==> config.mk <==
export PLATFORM = sky130hd
export DESIGN_NAME = eqlk_top
export DESIGN_NICKNAME = d
export VERILOG_FILES = /design/src/common/eqlk_pkg.sv /design/src/hdl/eqlk_top.sv
export VERILOG_INCLUDE_DIRS = /design/src /design/src/common
export SDC_FILE = /design/constraint.sdc
export NUM_CORES = 1
export LEC_CHECK = 0
export ABC_CLOCK_PERIOD_IN_PS = 3300
export BUFFER_PORTS_ARGS = -buffer_cell sky130_fd_sc_hd__buf_4
export CORE_ASPECT_RATIO = 1.4
export CORE_MARGIN = 5
export CORE_UTILIZATION = 34
export DETAILED_ROUTE_END_ITERATION = 6
export GPL_TIMING_DRIVEN = 0
export PLACE_DENSITY = 0.52
export SLEW_MARGIN = 20
export SYNTH_ARGS = -nofsm -noshare
export SYNTH_HDL_FRONTEND = slang
export SYNTH_SLANG_ARGS = --single-unit
==> constraint.sdc <==
create_clock -name pclk -period 3.3 [get_ports pclk]
set_input_delay 0.33 -clock pclk [delete_from_list [all_inputs] [get_ports pclk]]
set_output_delay 0.33 -clock pclk [all_outputs]
set_load 0.01 [all_outputs]
==> src/common/eqlk_consts.svh <==
// Constants for the equalizer lock and mode control block.
`ifndef EQLK_CONSTS_SVH
`define EQLK_CONSTS_SVH
`define EQLK_ADDR_CTRL 8'h00
`define EQLK_ADDR_STATUS 8'h04
`define EQLK_ADDR_INT_STAT 8'h08
`define EQLK_ADDR_INT_MASK 8'h0c
`define EQLK_CTRL_RESET 3'h6
`define EQLK_LOCK_LINES 100
`define EQLK_EQ_INIT 6'h00
`define EQLK_TOGGLE_MIN_NS 1000000
`define EQLK_CLK_NS 5
`define EQLK_TOGGLE_CYC ((`EQLK_TOGGLE_MIN_NS + `EQLK_CLK_NS - 1) / `EQLK_CLK_NS)
`endif

==> src/common/eqlk_pkg.sv <==
// Types for the equalizer lock and mode control block.
package eqlk_pkg;
  typedef enum logic {EQLK_ADAPT, EQLK_LOCK_INDICATOR} eqlk_state_t;
  typedef logic [5:0] eqlk_eq_t;
endpackage : eqlk_pkg

==> src/hdl/eqlk_top.sv <==
// Lock and mode control around an adaptive cable equalizer, with an APB register file.
//
// Implementation choices: the APB interface to the registers and the register offsets.
`timescale 1ns/1ps
`default_nettype none
`include "eqlk_consts.svh"
module eqlk_top #(
  parameter int LOCK_LINES = `EQLK_LOCK_LINES,
  parameter int TOGGLE_CYC = `EQLK_TOGGLE_CYC
) (
  input wire logic pclk,
  input wire logic presetn,
  input wire logic [7:0] paddr,
  input wire logic psel,
  input wire logic penable,
  input wire logic pwrite,
  input wire logic [31:0] pwdata,
  output logic [31:0] prdata,
  output logic pready,
  output logic pslverr,
  input wire logic freeze_pin,
  input wire logic line_sync,
  input wire logic sig_present,
  input wire logic eq_up_req,
  input wire logic eq_dn_req,
  input wire logic pol_swap_det,
  input wire logic color_det,
  input wire logic invert_pin_i,
  output logic invert_pin_o,
  output logic invert_pin_oe,
  input wire logic color_pin_i,
  output logic color_pin_o,
  output logic color_pin_oe,
  output logic lock_indicator,
  output eqlk_pkg::eqlk_eq_t eq_setting,
  output logic invert_path,
  output logic use_burst,
  output logic irq
);
  import eqlk_pkg::*;

  localparam int NS = 9;
  localparam logic [17:0] TOG_MAX = 18'(TOGGLE_CYC);
  localparam logic [6:0] LINES_LAST = 7'(LOCK_LINES - 1);

  logic [NS-1:0] async_in;
  logic [NS-1:0] sync1_reg;
  logic [NS-1:0] sync2_reg;
  logic line_prev_reg;
  logic freeze_s, line_s, sig_s, up_s, dn_s, pol_s, col_s, inv_pin_s, col_pin_s;
  logic line_edge;

  // All pin inputs pass two flip-flops before any logic looks at them.
  assign async_in = {freeze_pin, line_sync, sig_present, eq_up_req, eq_dn_req,
                     pol_swap_det, color_det, invert_pin_i, color_pin_i};
  always_ff @(posedge pclk or negedge presetn) begin
    if (!presetn) begin
      sync1_reg <= '0;
      sync2_reg <= '0;
      line_prev_reg <= 1'b0;
    end else begin
      sync1_reg <= async_in;
      sync2_reg <= sync1_reg;
      line_prev_reg <= sync2_reg[7];
    end
  end
  assign {freeze_s, line_s, sig_s, up_s, dn_s, pol_s, col_s, inv_pin_s, col_pin_s} = sync2_reg;
  assign line_edge = line_s & ~line_prev_reg;

  // Register state.
  logic [2:0] ctrl_reg, ctrl_next;
  logic [2:0] int_stat_reg, int_stat_next;
  logic [2:0] int_mask_reg, int_mask_next;
  logic [31:0] prdata_reg, prdata_next;
  logic pready_reg, pready_next;
  logic pslverr_reg, pslverr_next;
  logic irq_reg, irq_next;
  logic sw_restart;
  logic wr_done;
  logic hit;

  // Control and adaptation state.
  eqlk_state_t state_reg, state_next;
  logic [6:0] lines_reg, lines_next;
  eqlk_eq_t eq_reg, eq_next;
  logic lock_reg, lock_next;
  logic [17:0] tog_cnt_reg, tog_cnt_next;
  logic inv_o_reg, inv_o_next;
  logic col_o_reg, col_o_next;
  logic inv_path_reg, inv_path_next;
  logic burst_reg, burst_next;
  logic mism;
  logic restart;
  logic step;

  // An overdriven polarity pin differs from what the device drives.
  assign mism = inv_pin_s ^ inv_o_reg;
  // Restart fires when a long enough overdrive is released, or on software request.
  assign restart = (~mism & (tog_cnt_reg >= TOG_MAX)) | sw_restart;
  assign step = (up_s & (eq_reg != 6'h3f)) | (dn_s & ~up_s & (eq_reg != 6'h00));

  // Next-state logic for lock control, toggle timer and pin drivers.
  always_comb begin
    state_next = state_reg;
    lines_next = lines_reg;
    eq_next = eq_reg;
    tog_cnt_next = 18'h00000;
    if (mism) begin
      tog_cnt_next = (tog_cnt_reg >= TOG_MAX) ? tog_cnt_reg : tog_cnt_reg + 18'h00001;
    end
    inv_o_next = pol_s;
    col_o_next = col_s;
    inv_path_next = inv_pin_s;
    burst_next = col_pin_s;
    if (restart) begin
      state_next = EQLK_ADAPT;
      lines_next = 7'h00;
      eq_next = `EQLK_EQ_INIT;
    end else begin
      case (state_reg)
        EQLK_ADAPT: begin
          if (!sig_s) begin
            lines_next = 7'h00;
          end else if (line_edge) begin
            if (step) begin
              eq_next = up_s ? eq_reg + 6'h01 : eq_reg - 6'h01;
              lines_next = 7'h00;
            end else if (lines_reg == LINES_LAST) begin
              state_next = EQLK_LOCK_INDICATOR;
              lines_next = 7'h00;
            end else begin
              lines_next = lines_reg + 7'h01;
            end
          end
        end
        EQLK_LOCK_INDICATOR: begin
          // Freeze high holds everything; freeze low keeps adapting.
          if (!freeze_s) begin
            if (!sig_s) begin
              state_next = EQLK_ADAPT;
            end else if (line_edge && step) begin
              eq_next = up_s ? eq_reg + 6'h01 : eq_reg - 6'h01;
              state_next = EQLK_ADAPT;
            end
          end
        end
        default: begin
          state_next = EQLK_ADAPT;
        end
      endcase
    end
    lock_next = (state_next == EQLK_LOCK_INDICATOR);
  end

  always_ff @(posedge pclk or negedge presetn) begin
    if (!presetn) begin
      state_reg <= EQLK_ADAPT;
      lines_reg <= 7'h00;
      eq_reg <= `EQLK_EQ_INIT;
      lock_reg <= 1'b0;
      tog_cnt_reg <= 18'h00000;
      inv_o_reg <= 1'b0;
      col_o_reg <= 1'b0;
      inv_path_reg <= 1'b0;
      burst_reg <= 1'b0;
    end else begin
      state_reg <= state_next;
      lines_reg <= lines_next;
      eq_reg <= eq_next;
      lock_reg <= lock_next;
      tog_cnt_reg <= tog_cnt_next;
      inv_o_reg <= inv_o_next;
      col_o_reg <= col_o_next;
      inv_path_reg <= inv_path_next;
      burst_reg <= burst_next;
    end
  end

  // APB slave: one wait cycle, writes land at the completing edge.
  assign hit = (paddr == `EQLK_ADDR_CTRL) || (paddr == `EQLK_ADDR_STATUS) ||
               (paddr == `EQLK_ADDR_INT_STAT) || (paddr == `EQLK_ADDR_INT_MASK);
  assign wr_done = psel & penable & pready_reg & pwrite & hit;
  assign sw_restart = wr_done & (paddr == `EQLK_ADDR_CTRL) & pwdata[0];

  always_comb begin
    pready_next = psel & penable & ~pready_reg;
    pslverr_next = psel & penable & ~pready_reg & ~hit;
    prdata_next = prdata_reg;
    ctrl_next = ctrl_reg;
    int_mask_next = int_mask_reg;
    int_stat_next = int_stat_reg;
    if (pready_next) begin
      case (paddr)
        `EQLK_ADDR_CTRL: prdata_next = {29'h0, ctrl_reg[2:1], 1'b0};
        `EQLK_ADDR_STATUS: prdata_next = {11'h0, lines_reg, eq_reg,
                                         3'h0, burst_reg, inv_path_reg, freeze_s, 1'b0,
                                         lock_reg};
        `EQLK_ADDR_INT_STAT: prdata_next = {29'h0, int_stat_reg};
        `EQLK_ADDR_INT_MASK: prdata_next = {29'h0, int_mask_reg};
        default: prdata_next = 32'h00000000;
      endcase
    end
    if (wr_done && paddr == `EQLK_ADDR_CTRL) begin
      ctrl_next = {pwdata[2:1], 1'b0};
    end
    if (wr_done && paddr == `EQLK_ADDR_INT_MASK) begin
      int_mask_next = pwdata[2:0];
    end
    if (wr_done && paddr == `EQLK_ADDR_INT_STAT) begin
      int_stat_next = int_stat_reg & ~pwdata[2:0];
    end
    // Events set after the clear so a same-cycle event is kept.
    int_stat_next = int_stat_next | {restart, lock_reg & ~lock_next, ~lock_reg & lock_next};
    irq_next = |(int_stat_next & int_mask_next);
  end

  always_ff @(posedge pclk or negedge presetn) begin
    if (!presetn) begin
      ctrl_reg <= `EQLK_CTRL_RESET;
      int_stat_reg <= 3'h0;
      int_mask_reg <= 3'h0;
      prdata_reg <= 32'h00000000;
      pready_reg <= 1'b0;
      pslverr_reg <= 1'b0;
      irq_reg <= 1'b0;
    end else begin
      ctrl_reg <= ctrl_next;
      int_stat_reg <= int_stat_next;
      int_mask_reg <= int_mask_next;
      prdata_reg <= prdata_next;
      pready_reg <= pready_next;
      pslverr_reg <= pslverr_next;
      irq_reg <= irq_next;
    end
  end

  // Output drivers, all from flip-flops.
  assign prdata = prdata_reg;
  assign pready = pready_reg;
  assign pslverr = pslverr_reg;
  assign invert_pin_o = inv_o_reg;
  assign invert_pin_oe = ctrl_reg[1];
  assign color_pin_o = col_o_reg;
  assign color_pin_oe = ctrl_reg[2];
  assign lock_indicator = lock_reg;
  assign eq_setting = eq_reg;
  assign invert_path = inv_path_reg;
  assign use_burst = burst_reg;
  assign irq = irq_reg;
endmodule : eqlk_top
`default_nettype wire

# Word level (Yosys, flattened, before mapping)
# Index checks and enable logic that the tools add are counted.
# totals
latchBits	0
ram_bits	0
register_bits	98
mem_bits_ro	0
n_memories	0
# classes
div_mod_pow	0
n_shift	0
n_bitwise	29
add_sub_neg	4
n_mul	0
n_reduce_logical	12
eq_ne	14
mux	29
order_cmp	1
# ops
op	count
one-hot mux 21 bit (4 select lines)	1
2-to-1 mux 6 bit	8
2-to-1 mux 7 bit	6
2-to-1 mux 18 bit	2
adder 18 x 1 -> 18 bit, second input constant	1
>= comparator 18 bit, second input constant	1
equality test 8 x 4 -> 1 bit, second input constant	2
AND 1 bit	15
one-hot mux 6 bit (2 select lines)	1
!= test 3 bit, second input constant	3
equality test 8 x 3 -> 1 bit, second input constant	1
zero test 8 bit	1
2-to-1 mux 1 bit	8
adder 7 x 1 -> 7 bit, second input constant	1
equality test 7 bit, second input constant	1
NOT 1 bit	7
adder 6 x 1 -> 6 bit, second input constant	1
AND 3 bit	2
2-to-1 mux 3 bit	2
!= test 3 x 1 -> 1 bit, second input constant	2
!= test 3 x 2 -> 1 bit, second input constant	2
!= test 6 bit, second input constant	1
AND reduction 6 bit	1
nonzero test 6 bit	1
12 further kinds	18

# Depth between registers and ports, before layout
# Gate-level depths: netlist of run 1.
# logic_depth
word_depth	15
depth_mapped	8

# Least setup slack after synthesis of run 1
# Ideal clock, no wire load.
# synth_path
path_type	in2reg
startpoint	input paddr[5]
endpoint	register irq_reg, in the netlist irq
arrival_time_ps	2173
required_ps	3174
path_buffers	0
path_stages	6
slack_ps	1001
path_cell_list	or4_1 -> or2_2 -> nor3_2 -> mux2_2 -> a21boi_0 -> a221o_1
# synth_via
elab_cells_between_ends	22
classes_between	3 x eq/ne; 3 x mux; 9 x bitwise; 7 x reduce/logical
# synth_rtl
item	line_no	source
start, declared	eqlk_top.sv:13	input wire logic [7:0] paddr,
equality test 8 x 3 -> 1 bit / zero test 8 bit (equally long branches)	--	
logical OR 1 bit (3 in series)	eqlk_top.sv:180	assign hit = (paddr == `EQLK_ADDR_CTRL) || (paddr == `EQLK_ADDR_STATUS) ||
AND 1 bit	eqlk_top.sv:182	assign wr_done = psel & penable & pready_reg & pwrite & hit;
logical AND 1 bit (no line) *	--	
2-to-1 mux 3 bit *	eqlk_top.sv:206	if (wr_done && paddr == `EQLK_ADDR_INT_MASK) begin
net int_mask_next[0]	eqlk_top.sv:73	logic [2:0] int_mask_reg, int_mask_next;
AND 3 bit *	eqlk_top.sv:214	irq_next = |(int_stat_next & int_mask_next);
OR reduction 3 bit *	eqlk_top.sv:214	
net irq_next	eqlk_top.sv:77	logic irq_reg, irq_next;
end signal, assigned	eqlk_top.sv:233	irq_reg <= irq_next;
end, declared	eqlk_top.sv:77	
# Mark *: on every way through the listed nets, which the timed path passes. The rest lies on a longest branch.
# A chain may end at the register's enable or synchronous reset.

# Final worst setup path of run 1
# layout_path
startpoint	register inv_o_reg, in the netlist invert_pin_o
endpoint	register lines_reg[4]
# layout_via
elab_chain_cells	6
elab_cells_between_ends	8
classes_between	2 x eq/ne; 1 x mux; 4 x bitwise; 1 x reduce/logical
# layout_lines
item	line_no	source
start, declared	eqlk_top.sv:88	logic inv_o_reg, inv_o_next;
start signal, assigned	eqlk_top.sv:172	inv_o_reg <= inv_o_next;
XOR 1 bit *	eqlk_top.sv:97	assign mism = inv_pin_s ^ inv_o_reg;
NOT 1 bit *	eqlk_top.sv:99	assign restart = (~mism & (tog_cnt_reg >= TOG_MAX)) | sw_restart;
AND 1 bit *	eqlk_top.sv:99	
bitwise OR 1 bit *	eqlk_top.sv:99	
!= test 3 x 1 -> 1 bit (no line) / != test 2 x 1 -> 1 bit (equally long branches)	--	
AND reduction 2 bit (no line)	--	
end signal, assigned	eqlk_top.sv:168	lines_reg <= lines_next;
end, declared	eqlk_top.sv:84	logic [6:0] lines_reg, lines_next;
# Mark *: on every way between the ends. The rest lies on a longest branch, timed or not.

==> impl_metrics.env, run 1 <==
export IMPL_cts_sinks=84
export IMPL_clk_latency_ps=330
export IMPL_place_hpwl_um=5860
export IMPL_grt_pass1_wl_um=13800
export IMPL_fin_worst_skew_ps=8.27
export IMPL_required_ps=3510
export IMPL_vias=2731
export IMPL_cap_violations=0
export IMPL_final_layout_size_suffix_gt1_share_pct=25.8
export IMPL_power_density_nw_per_um2=540
export IMPL_period_share_pct=76.7
export IMPL_p_int_w=0.00187
export IMPL_gr_total_overflow=0
export IMPL_dp_slack_ps=691
export IMPL_crit_arrival_ps=2740
export IMPL_switching_share_pct=27.1
export IMPL_crit_fanout=10
export IMPL_setup_viol=0
export IMPL_area_delta_synth_final_pct=24.6
export IMPL_nets=485
export IMPL_clkTransAtPathRegs_ps=60
export IMPL_slew_viol_final=0
export IMPL_netlist_instances=343
export IMPL_gp_congestion=0.763
export IMPL_drt_iter0_markers=82
export IMPL_grt_total_usage_pct=12.7
export IMPL_synth_edff_count=0
export IMPL_rows=45
export IMPL_multi_input_area_um2=1540
export IMPL_die_w_um=99.4
export IMPL_postCtsHoldBufs=0
export IMPL_reg2reg_slack_ps=770
export IMPL_pwr_share_comb_pct=16.9
export IMPL_num_fill_cells=1085
export IMPL_period_minus_slack_ps=2530
export IMPL_pwr_share_clk_pct=37.0
export IMPL_synth_top_area_share_pct=53.9
export IMPL_first_pass_iters=5
export IMPL_start_kind="flop"
export IMPL_max_slew_margin_rel_pct=38.8
export IMPL_core_area_um2=10900
export IMPL_final_cell_area_um2=4740
export IMPL_syn_avg_cell_area_um2=11.1
export IMPL_die_area_um2=13400
export IMPL_drc=0
export IMPL_p_seq_share_pct=46.1
export IMPL_avgRoutedWirePerCell_um=13.9
export IMPL_ir_drop_mv=0.252
export IMPL_rsz0062_at_grt="no"
export IMPL_ios=102
export IMPL_async_reset_ff_share_pct=100
export IMPL_setup_slack_ps=770
export IMPL_yosysSeqAreaShare_pct=55.3
export IMPL_route_antenna_remaining_nets=0
export IMPL_critical_path_endpoint="lines_reg[4]$_DFFE_PN0P_"
export IMPL_seq_area_um2=2100
export IMPL_synth_top_flop_cell="dfrtp_1"
export IMPL_worst_pin_slew_ps=911
export IMPL_startpoint="invert_pin_o$_DFF_PN0_"
export IMPL_fin_cells=568
export IMPL_diodes=0
export IMPL_port_buffer_count=56
export IMPL_synth_largest_area_cell="dfrtp_1"
export IMPL_p_leak_nw=2.17
export IMPL_vias_per_cell=4.81
export IMPL_timing_rr_start="invert_pin_o$_DFF_PN0_"
export IMPL_synth_area_um2=3810
export IMPL_dpl_cell_area_um2=4450
export IMPL_outcome="finished, final reports clean"
export IMPL_setup_tns_final_ps=0
export IMPL_die_y_um=135
export IMPL_worstSetupPathType="reg2reg"
export IMPL_post_cts_buffers=0
export IMPL_ys_types=53
export IMPL_yosysWarnings=0
export IMPL_initial_core_util_pct=34.8
export IMPL_htreeDepth=3
export IMPL_cts_root_buf="clkbuf_16"
export IMPL_reg2reg_depth=6
export IMPL_r2r_end="lines_reg[4]$_DFFE_PN0P_"
export IMPL_cts_buffers=9
export IMPL_cp_end_kind="flop"
export IMPL_place_inst=553
export IMPL_clockBufferDepth=2
export IMPL_grt_pass1_vias=2910
export IMPL_p_sw_w=0.000693
export IMPL_grt_max_degree=85
export IMPL_antenna_found_initial=0
export IMPL_finalHoldViolations=0
export IMPL_cts_tree="yes"
export IMPL_ctsResizeCount=0
export IMPL_synth_area_top_cells="dfrtp_1, xnor2_1, nor2_1"
export IMPL_max_freq_mhz=395
export IMPL_min_path_type="in2async"
export IMPL_routed_wl_um=7920
export IMPL_synth_seq_cells=84
export IMPL_holdWs_ps=39.5
## through the flow
| stage | utilization (%) | total power (W) |
|---|---|---|
| floorplan | - | 0.00145 |
| global placement | 40.8 | 0.00163 |
| detailed placement | 40.8 | 0.00164 |
| CTS | 43.4 | 0.00261 |
| global route | 43.4 | 0.00271 |
| finish | 43.4 | 0.00256 |
## cells in the final DEF (no fill, tap or decap), types with 3 or more instances in the layout
cell	count
a21o_1	3
a21oi_1	11
a22o_1	14
a31oi_1	5
and2_1	3
buf_4	69
clkbuf_1	10
clkbuf_16	9
clkbuf_8	3
conb_1	14
dfrtp_1	82
ha_1	7
inv_1	13
mux2_2	7
mux2i_1	4
nand2_1	25
nand3_1	6
nand4_1	10
nor2_1	38
nor3_1	6
nor4_1	5
nor4b_1	7
o21ai_0	6
or2_2	4
or3_1	3
or4_1	3
xnor2_1	23
## logic make-up after synthesis
family          share of synthesized area, %
mux                                     3.71
simple gates                            16.4
buf+inv                                 5.56
fa+ha+maj                               2.83
compound gates                          10.6
other cells                           0.0985
flops                                   55.3
xor+xnor                                5.52
## final cells by class
class,instances,area share [%]
clock inverter,3,0.448
clock buffer,12,5.62
inverter,13,1.03
buffer,27,3.43
timing repair buffer,56,8.94
sequential,84,44.4
multi-input combinational,232,32.4
tap,141,3.72
## critical path, cell delays in order (launching register included)
cell       delay, ps
dfrtp_1          380
xnor2_1          740
o2111ai_2        390
nand2_1          220
clkbuf_1         370
a21o_1           240
nor2_1            70
## worst min-delay path by stage
stage / endpoint / slack, ps
global placement: sync2_reg[0]$_DFF_PN0_ / 330
global route: sync1_reg[8]$_DFF_PN0_ / 80
floorplan: color_pin_o$_DFF_PN0_ / 30
finish: irq$_DFF_PN0_ / 40
detailed placement: sync2_reg[2]$_DFF_PN0_ / 330
CTS: sync1_reg[8]$_DFF_PN0_ / 90
## metal layers
layer / GRT usage, % / up-vias / share of wire (%)
li1: - / 1332 / -
met5: 0 / - / 0
met3: 3.14 / 12 / 3.9
met2: 22.2 / 51 / 52
met4: 5.24 / 0 / 1.9
met1: 14.7 / 1336 / 42
## power groups by stage
stage / clock network [W] / registers [W] / logic [W]
3_5_place_dp: 0 / 0.00120 / 0.000440
5_1_grt: 0.00102 / 0.00120 / 0.000490
4_1_cts: 0.000985 / 0.00118 / 0.000442
6_report: 0.000948 / 0.00118 / 0.000434
2_1_floorplan: 0 / 0.00119 / 0.000262
3_3_place_gp: 0 / 0.00120 / 0.000427
## cell usage after synthesis (all sizes together) (2+ instances only)
| library cell | n |
|---|---|
| a21o | 4 |
| a21oi | 12 |
| a221o | 2 |
| a22o | 15 |
| a31oi | 5 |
| and2 | 3 |
| buf | 17 |
| clkbuf | 10 |
| dfrtp | 82 |
| dfstp | 2 |
| ha | 7 |
| inv | 13 |
| mux2 | 7 |
| mux2i | 4 |
| nand2 | 25 |
| nand2b | 2 |
| nand3 | 6 |
| nand3b | 2 |
| nand4 | 10 |
| nor2 | 38 |
| nor3 | 7 |
| nor3b | 2 |
| nor4 | 6 |
| nor4b | 7 |
| o21ai | 6 |
| or2 | 4 |
| or3 | 3 |
| or4 | 3 |
| xnor2 | 23 |
(Power assumes the default switching activity.)
==> inputs of run 2 (changes only) <==
ABC_AREA = 1   (was default)
ABC_CLOCK_PERIOD_IN_PS = 2500   (was 3300)
PLACE_DENSITY = 0.51   (was 0.52)
clock period = 2.5 ns   (was 3.3 ns; I/O delays follow)
==> run 2 against run 1 <==
Against the previous run:
- the run now ends with negative hold slack left
- critical path depth increased by 2
- clock skew shrank 0.85 ps
- sequential power is 31% higher
- largest cell class unchanged
- sequential share of layout area decreased by 2.3 points
- clock-buffer cell count is 3 lower
- die area rose by 3.9%
- critical path type unchanged
- clock power rose by 53%
- via count is 16% higher
- maximum frequency increased by 34%
- design area increased by 5.5%
- global-route usage rose by 0.91 points
- non-clock buffer count fell by 1
==> impl_metrics.env, run 2 <==
export IMPL_synth_top_family_by_area="simple AND/OR/NAND/NOR gates"
export IMPL_post_cts_buffers=0
export IMPL_period_minus_slack_ps=1890
export IMPL_path_cells="inv_1 > ha_1 > nand3_1 > nand2_1 > a21o_1 > a21oi_1 > or2_2 > a21oi_1"
export IMPL_netlist_instances=437
export IMPL_synth_top_area_share_pct=51.7
export IMPL_max_slew_margin_rel_pct=49.8
export IMPL_slew_viol_final=0
export IMPL_die_area_um2=14000
export IMPL_syn_avg_cell_area_um2=9.08
export IMPL_final_common_cell="nand2_1"
export IMPL_route_antenna_remaining_nets=0
export IMPL_finalHoldViolations=82
export IMPL_clk_latency_ps=340
export IMPL_async_reset_ff_share_pct=100
export IMPL_outcome="complete, but fails checks"
export IMPL_yosysWarnings=0
export IMPL_cts_sinks=84
export IMPL_p_leak_nw=2.47
export IMPL_fin_worst_skew_ps=7.42
export IMPL_power_density_nw_per_um2=712
export IMPL_synth_compound_area_share_pct=11.1
export IMPL_worstSetupPathType="reg2reg"
export IMPL_cts_buffers=9
export IMPL_antenna_found_initial=0
export IMPL_synth_area_um2=3970
export IMPL_ys_top_cells_by_count="nand2_1, dfrtp_1, inv_1"
export IMPL_place_hpwl_um=6650
export IMPL_synth_area_top_cells="dfrtp_1, nand2_1, inv_1"
export IMPL_synth_top_flop_cell="dfrtp_1"
export IMPL_vias_per_cell=4.70
export IMPL_grt_total_usage_pct=13.6
export IMPL_min_path_type="in2async"
export IMPL_die_y_um=138
export IMPL_gp_congestion=0.829
export IMPL_worst_pin_slew_ps=753
export IMPL_area_delta_synth_final_pct=26.1
export IMPL_slowest_delay_ps=460
export IMPL_grt_pass1_wl_um=15000
export IMPL_initial_core_util_pct=34.8
export IMPL_clockBufferDepth=2
export IMPL_synth_adder_area_share_pct=2.71
export IMPL_port_buffer_count=58
export IMPL_grt_pass1_vias=3227
export IMPL_violations="negative hold slack"
export IMPL_required_ps=2770
export IMPL_diodes=0
export IMPL_synth_area_mux_share_pct=0
export IMPL_avgRoutedWirePerCell_um=13.2
export IMPL_first_pass_iters=4
export IMPL_yosysSeqAreaShare_pct=53.0
export IMPL_nets=585
export IMPL_period_share_pct=75.7
export IMPL_setup_tns_final_ps=0
export IMPL_vias=3156
export IMPL_layout_common_cells="nand2_1, dfrtp_1, buf_4"
export IMPL_drt_iter0_markers=119
export IMPL_die_w_um=101
export IMPL_synthSimpleGateAreaFrac_pct=22.5
export IMPL_cts_tree="yes"
export IMPL_ir_drop_mv=0.360
export IMPL_ios=102
export IMPL_core_area_um2=11400
export IMPL_cts_root_buf="clkbuf_16"
export IMPL_htreeDepth=3
export IMPL_cap_violations=0
export IMPL_holdWs_ps=-55.0
export IMPL_cp_end_kind="flop"
export IMPL_gr_total_overflow=0
export IMPL_critPathSlowestCell="dfrtp_1"
export IMPL_crit_fanout=5
export IMPL_grt_max_degree=85
export IMPL_yosysMostFrequentCell="nand2_1"
export IMPL_rsz0062_at_grt="no"
export IMPL_start_kind="flop"
export IMPL_setup_viol=0
export IMPL_routed_wl_um=8860
export IMPL_final_layout_size_suffix_gt1_share_pct=23.5
export IMPL_ys_types=44
export IMPL_rows=46
export IMPL_drc=0
export IMPL_synth_edff_count=0
export IMPL_synth_largest_area_cell="dfrtp_1"
export IMPL_cpMostUsedCell="a21oi_1"
export IMPL_synth_seq_cells=84
export IMPL_crit_arrival_ps=2160
export IMPL_max_freq_mhz=529
export IMPL_clkTransAtPathRegs_ps=60
export IMPL_synthXorXnorAreaFrac_pct=1.95
-- run 2: routing by layer --
| metal | global-route usage [%] | vias to the layer above | part of all wire (%) |
|---|---|---|---|
| li1 | - | 1574 | - |
| met1 | 14.9 | 1511 | 40 |
| met2 | 24.7 | 55 | 53 |
| met3 | 3.17 | 16 | 4.4 |
| met5 | 0 | - | 0 |
| met4 | 5.91 | 0 | 2.3 |
-- run 2: worst paths after layout --
path / startpoint / end / slack (ps) / cells after the start
setup / recovery: sync2_reg[5]$_DFF_PN0_ / eq_setting[5]$_DFFE_PN0P_ / 610 / 8
setup reg to reg: sync2_reg[5]$_DFF_PN0_ / eq_setting[5]$_DFFE_PN0P_ / 610 / 8
hold / removal: presetn / sync2_reg[5]$_DFF_PN0_ / -60 / 1
max in group asynchronous: presetn / sync1_reg[8]$_DFF_PN0_ / 2040 / 1
min in group pclk: eq_up_req / sync1_reg[5]$_DFF_PN0_ / 20 / 1
hold reg to reg: sync1_reg[6]$_DFF_PN0_ / sync2_reg[6]$_DFF_PN0_ / 350 / 0
-- run 2: cell type report --
type                    count  area [um2]
fillers                  1125        6390
flip-flops and latches     84        2100
multi-input cells         294        1570
repair buffers             62         479
clock buffers               9         225
inverters                  52         198
well taps                 144         180
plain buffers              20         144
clock inverters             7         103
-- run 2: cell families (layout without fill, tap and decap cells) --
kind of cell | after synthesis | after routing
AO/OA/AOI/OAI | 76 | 76
XOR/XNOR | 8 | 8
adder cells (fa/ha/maj) | 8 | 8
buffers and inverters | 72 | 150
flip-flops | 84 | 84
other | 1 | 14
AND/OR/NAND/NOR | 188 | 188
-- run 2: per-stage QoR --
step | worst slack [ps] | power [W] | utilization, % | cells | area [um2]
final | 609 | 0.00357 | 43.9 | 672 | 5010
after global routing | 468 | 0.00377 | 43.9 | 672 | 5010
after CTS | 621 | 0.00362 | 43.9 | 672 | 5000
after detailed placement | 642 | 0.00214 | 40.7 | 652 | 4630
after global placement | 644 | 0.00213 | 40.7 | 652 | 4630
after floorplan | 864 | 0.00190 | - | 450 | 4020
-- run 2: report_power, final --
group,internal (W),leakage (nW),switching [W]
combinational,0.000262,1.23,0.000319
sequential,0.00144,1.08,0.000101
clock,0.000888,0.157,0.000558
-- run 2: timing repair --
item | CTS | global route
resized for setup | 0 | 0
setup endpoints to repair | 0 | 0
hold endpoints to repair | 4 | 0
hold buffers | 4 | 0
-- run 2: critical path, delay by kind of cell (launching register included) --
kind	cells	cell delay, ps
AOI/OAI and AO/OA	3	330
adders and majority gates	1	390
buffers and inverters	1	140
DFF	1	460
and+or+nand+nor	3	500
==> inputs of run 3 (changes only) <==
ABC_CLOCK_PERIOD_IN_PS = 1800   (was 2500)
clock period = 1.8 ns   (was 2.5 ns; I/O delays follow)
==> run 3 against run 2 <==
Against the previous run:
- the run now ends clean
- highest routed layer unchanged
- cell count up 1.2%
- routed wire length up 1.1%
- register-to-register slack worse by 490 ps
- die area unchanged
- via count up 0.38%
- setup slack worse by 490 ps
- sequential power up 40%
- sequential share of layout area down 1.1 points
- critical path depth up 1
==> impl_metrics.env, run 3 (synthesis gave the netlist of run 2 again) <==
export IMPL_busiest_layer="met2"
export IMPL_core_area_um2=11400
export IMPL_start_kind="flop"
export IMPL_rows=46
export IMPL_cts_buffers=9
export IMPL_clockBufferDepth=2
export IMPL_num_fill_cells=1115
export IMPL_fin_worst_skew_ps=7.17
export IMPL_critPathTopFamily="simple AND/OR/NAND/NOR gates"
export IMPL_area_delta_synth_final_pct=29.9
export IMPL_diodes=0
export IMPL_drc=0
export IMPL_cts_tree="yes"
export IMPL_first_pass_iters=4
export IMPL_gr_total_overflow=0
export IMPL_period_share_pct=93.3
export IMPL_required_ps=2030
export IMPL_vias_per_cell=4.66
export IMPL_die_y_um=138
export IMPL_cts_sinks=84
export IMPL_port_buffer_count=58
export IMPL_pwr_share_clk_pct=40.0
export IMPL_worstSetupPathType="reg2reg"
export IMPL_slowest_delay_ps=440
export IMPL_setup_viol=0
export IMPL_met1_usage_pct=14.9
export IMPL_clkTransAtPathRegs_ps=60
export IMPL_path_cells="xnor2_4 > nand3_2 > nand2_4 > inv_6 > nand2_4 > buf_6 > nand3_2 > o21ai_1 > nor2_2"
export IMPL_drt_iter0_markers=90
export IMPL_max_freq_mhz=595
export IMPL_p_sw_w=0.00138
export IMPL_slew_viol_final=0
export IMPL_power_w=0.00503
export IMPL_antenna_found_initial=0
export IMPL_ir_drop_mv=0.508
export IMPL_place_inst=652
export IMPL_place_hpwl_um=6650
export IMPL_grt_util_met2_pct=24.9
export IMPL_initial_core_util_pct=34.8
export IMPL_setup_slack_ps=121
export IMPL_critPathSlowestCell="dfrtp_1"
export IMPL_final_common_cell="nand2_1"
export IMPL_p_seq_share_pct=42.7
export IMPL_pwr_share_comb_pct=17.3
export IMPL_multi_input_area_um2=1640
export IMPL_worst_pin_slew_ps=756
export IMPL_clk_latency_ps=340
export IMPL_nets=593
export IMPL_switching_share_pct=27.4
export IMPL_grtUsageMet3_pct=3.17
export IMPL_fin_cells=680
export IMPL_vias=3168
export IMPL_finalHoldViolations=0
export IMPL_min_path_type="in2reg"
export IMPL_grt_pass1_wl_um=15000
export IMPL_gp_congestion=0.829
export IMPL_die_area_um2=14000
export IMPL_avgRoutedWirePerCell_um=13.2
export IMPL_grt_max_degree=85
export IMPL_setup_tns_final_ps=0
export IMPL_final_layout_size_suffix_gt1_share_pct=25.9
export IMPL_cp_end_kind="flop"
export IMPL_seq_area_um2=2110
export IMPL_crit_buf_inv=2
export IMPL_max_slew_margin_rel_pct=49.6
export IMPL_cts_root_buf="clkbuf_16"
export IMPL_htreeDepth=3
export IMPL_outcome="finished, final reports clean"
export IMPL_power_density_nw_per_um2=976
export IMPL_route_antenna_remaining_nets=0
export IMPL_die_w_um=101
export IMPL_rsz0062_at_grt="no"
export IMPL_crit_fanout=10
export IMPL_grt_total_usage_pct=13.6
export IMPL_crit_arrival_ps=1910
export IMPL_routed_wl_um=8950
export IMPL_p_leak_nw=2.51
export IMPL_layout_common_cells="nand2_1, dfrtp_1, buf_4"
export IMPL_grt_pass1_vias=3240
export IMPL_cap_violations=0
export IMPL_p_int_w=0.00365
export IMPL_ios=102
export IMPL_period_minus_slack_ps=1680
export IMPL_holdWs_ps=132
export IMPL_dp_slack_ps=-50.0
## run 3: routing by layer
metal,part of all wire (%),vias to the layer above
met2,54,47
met1,40,1519
li1,-,1588
met3,4.1,14
met4,2.1,0
met5,0,-
## run 3: tightest hold or removal path, delay by kind of cell
kind,cells,cell delay (ps)
AO/OA/AOI/OAI,1,90
buffers and inverters,2,190
## run 3: path summary, 6_finish.rpt
path	depth (start not counted)	startpoint	to	slack, ps
max in group asynchronous	2	presetn	eq_setting[3]$_DFFE_PN0P_	800
min	3	pwdata[1]	ctrl_reg[1]$_DFFE_PN1N_	130
max reg2reg	9	invert_pin_o$_DFF_PN0_	lines_reg[5]$_DFFE_PN0P_	120
min reg2reg	0	sync1_reg[6]$_DFF_PN0_	sync2_reg[6]$_DFF_PN0_	350
min in group asynchronous	2	presetn	sync2_reg[5]$_DFF_PN0_	440
max	9	invert_pin_o$_DFF_PN0_	lines_reg[5]$_DFFE_PN0P_	120
## run 3: what timing repair did
| action | 4_1_cts | 5_1_grt |
|---|---|---|
| hold buffers | 9 | 1 |
| endpoints found under the setup margin | 3 | 12 |
| endpoints found under the hold margin | 9 | 82 |
| gates resized for setup | 3 | 17 |
| cloned | 0 | 0 |
| buffers inserted | 0 | 2 |
## run 3: power groups by stage
| stage | sequential (W) | clock, W | combinational [W] |
|---|---|---|---|
| floorplan | 0.00216 | 0 | 0.000476 |
| global placement | 0.00217 | 0 | 0.000787 |
| detailed placement | 0.00217 | 0 | 0.000803 |
| CTS | 0.00214 | 0.00208 | 0.000827 |
| global route | 0.00217 | 0.00216 | 0.000982 |
| finish | 0.00215 | 0.00201 | 0.000869 |
## run 3: area by class of cell
class | instances | area share, %
well taps | 144 | 3.49
plain buffers | 20 | 2.79
inverters | 52 | 3.88
clock buffers | 9 | 4.37
multi-input cells | 294 | 31.8
clock inverters | 7 | 1.99
repair buffers | 70 | 10.7
flip-flops and latches | 84 | 40.9
## run 3: metrics by stage
stage                     cell area, um2  utilization [%]
after floorplan                     4020                -
final                               5160             45.2
after detailed placement            4630             40.7
after CTS                           5060             44.4
after global placement              4630             40.7
after global routing                5160             45.2
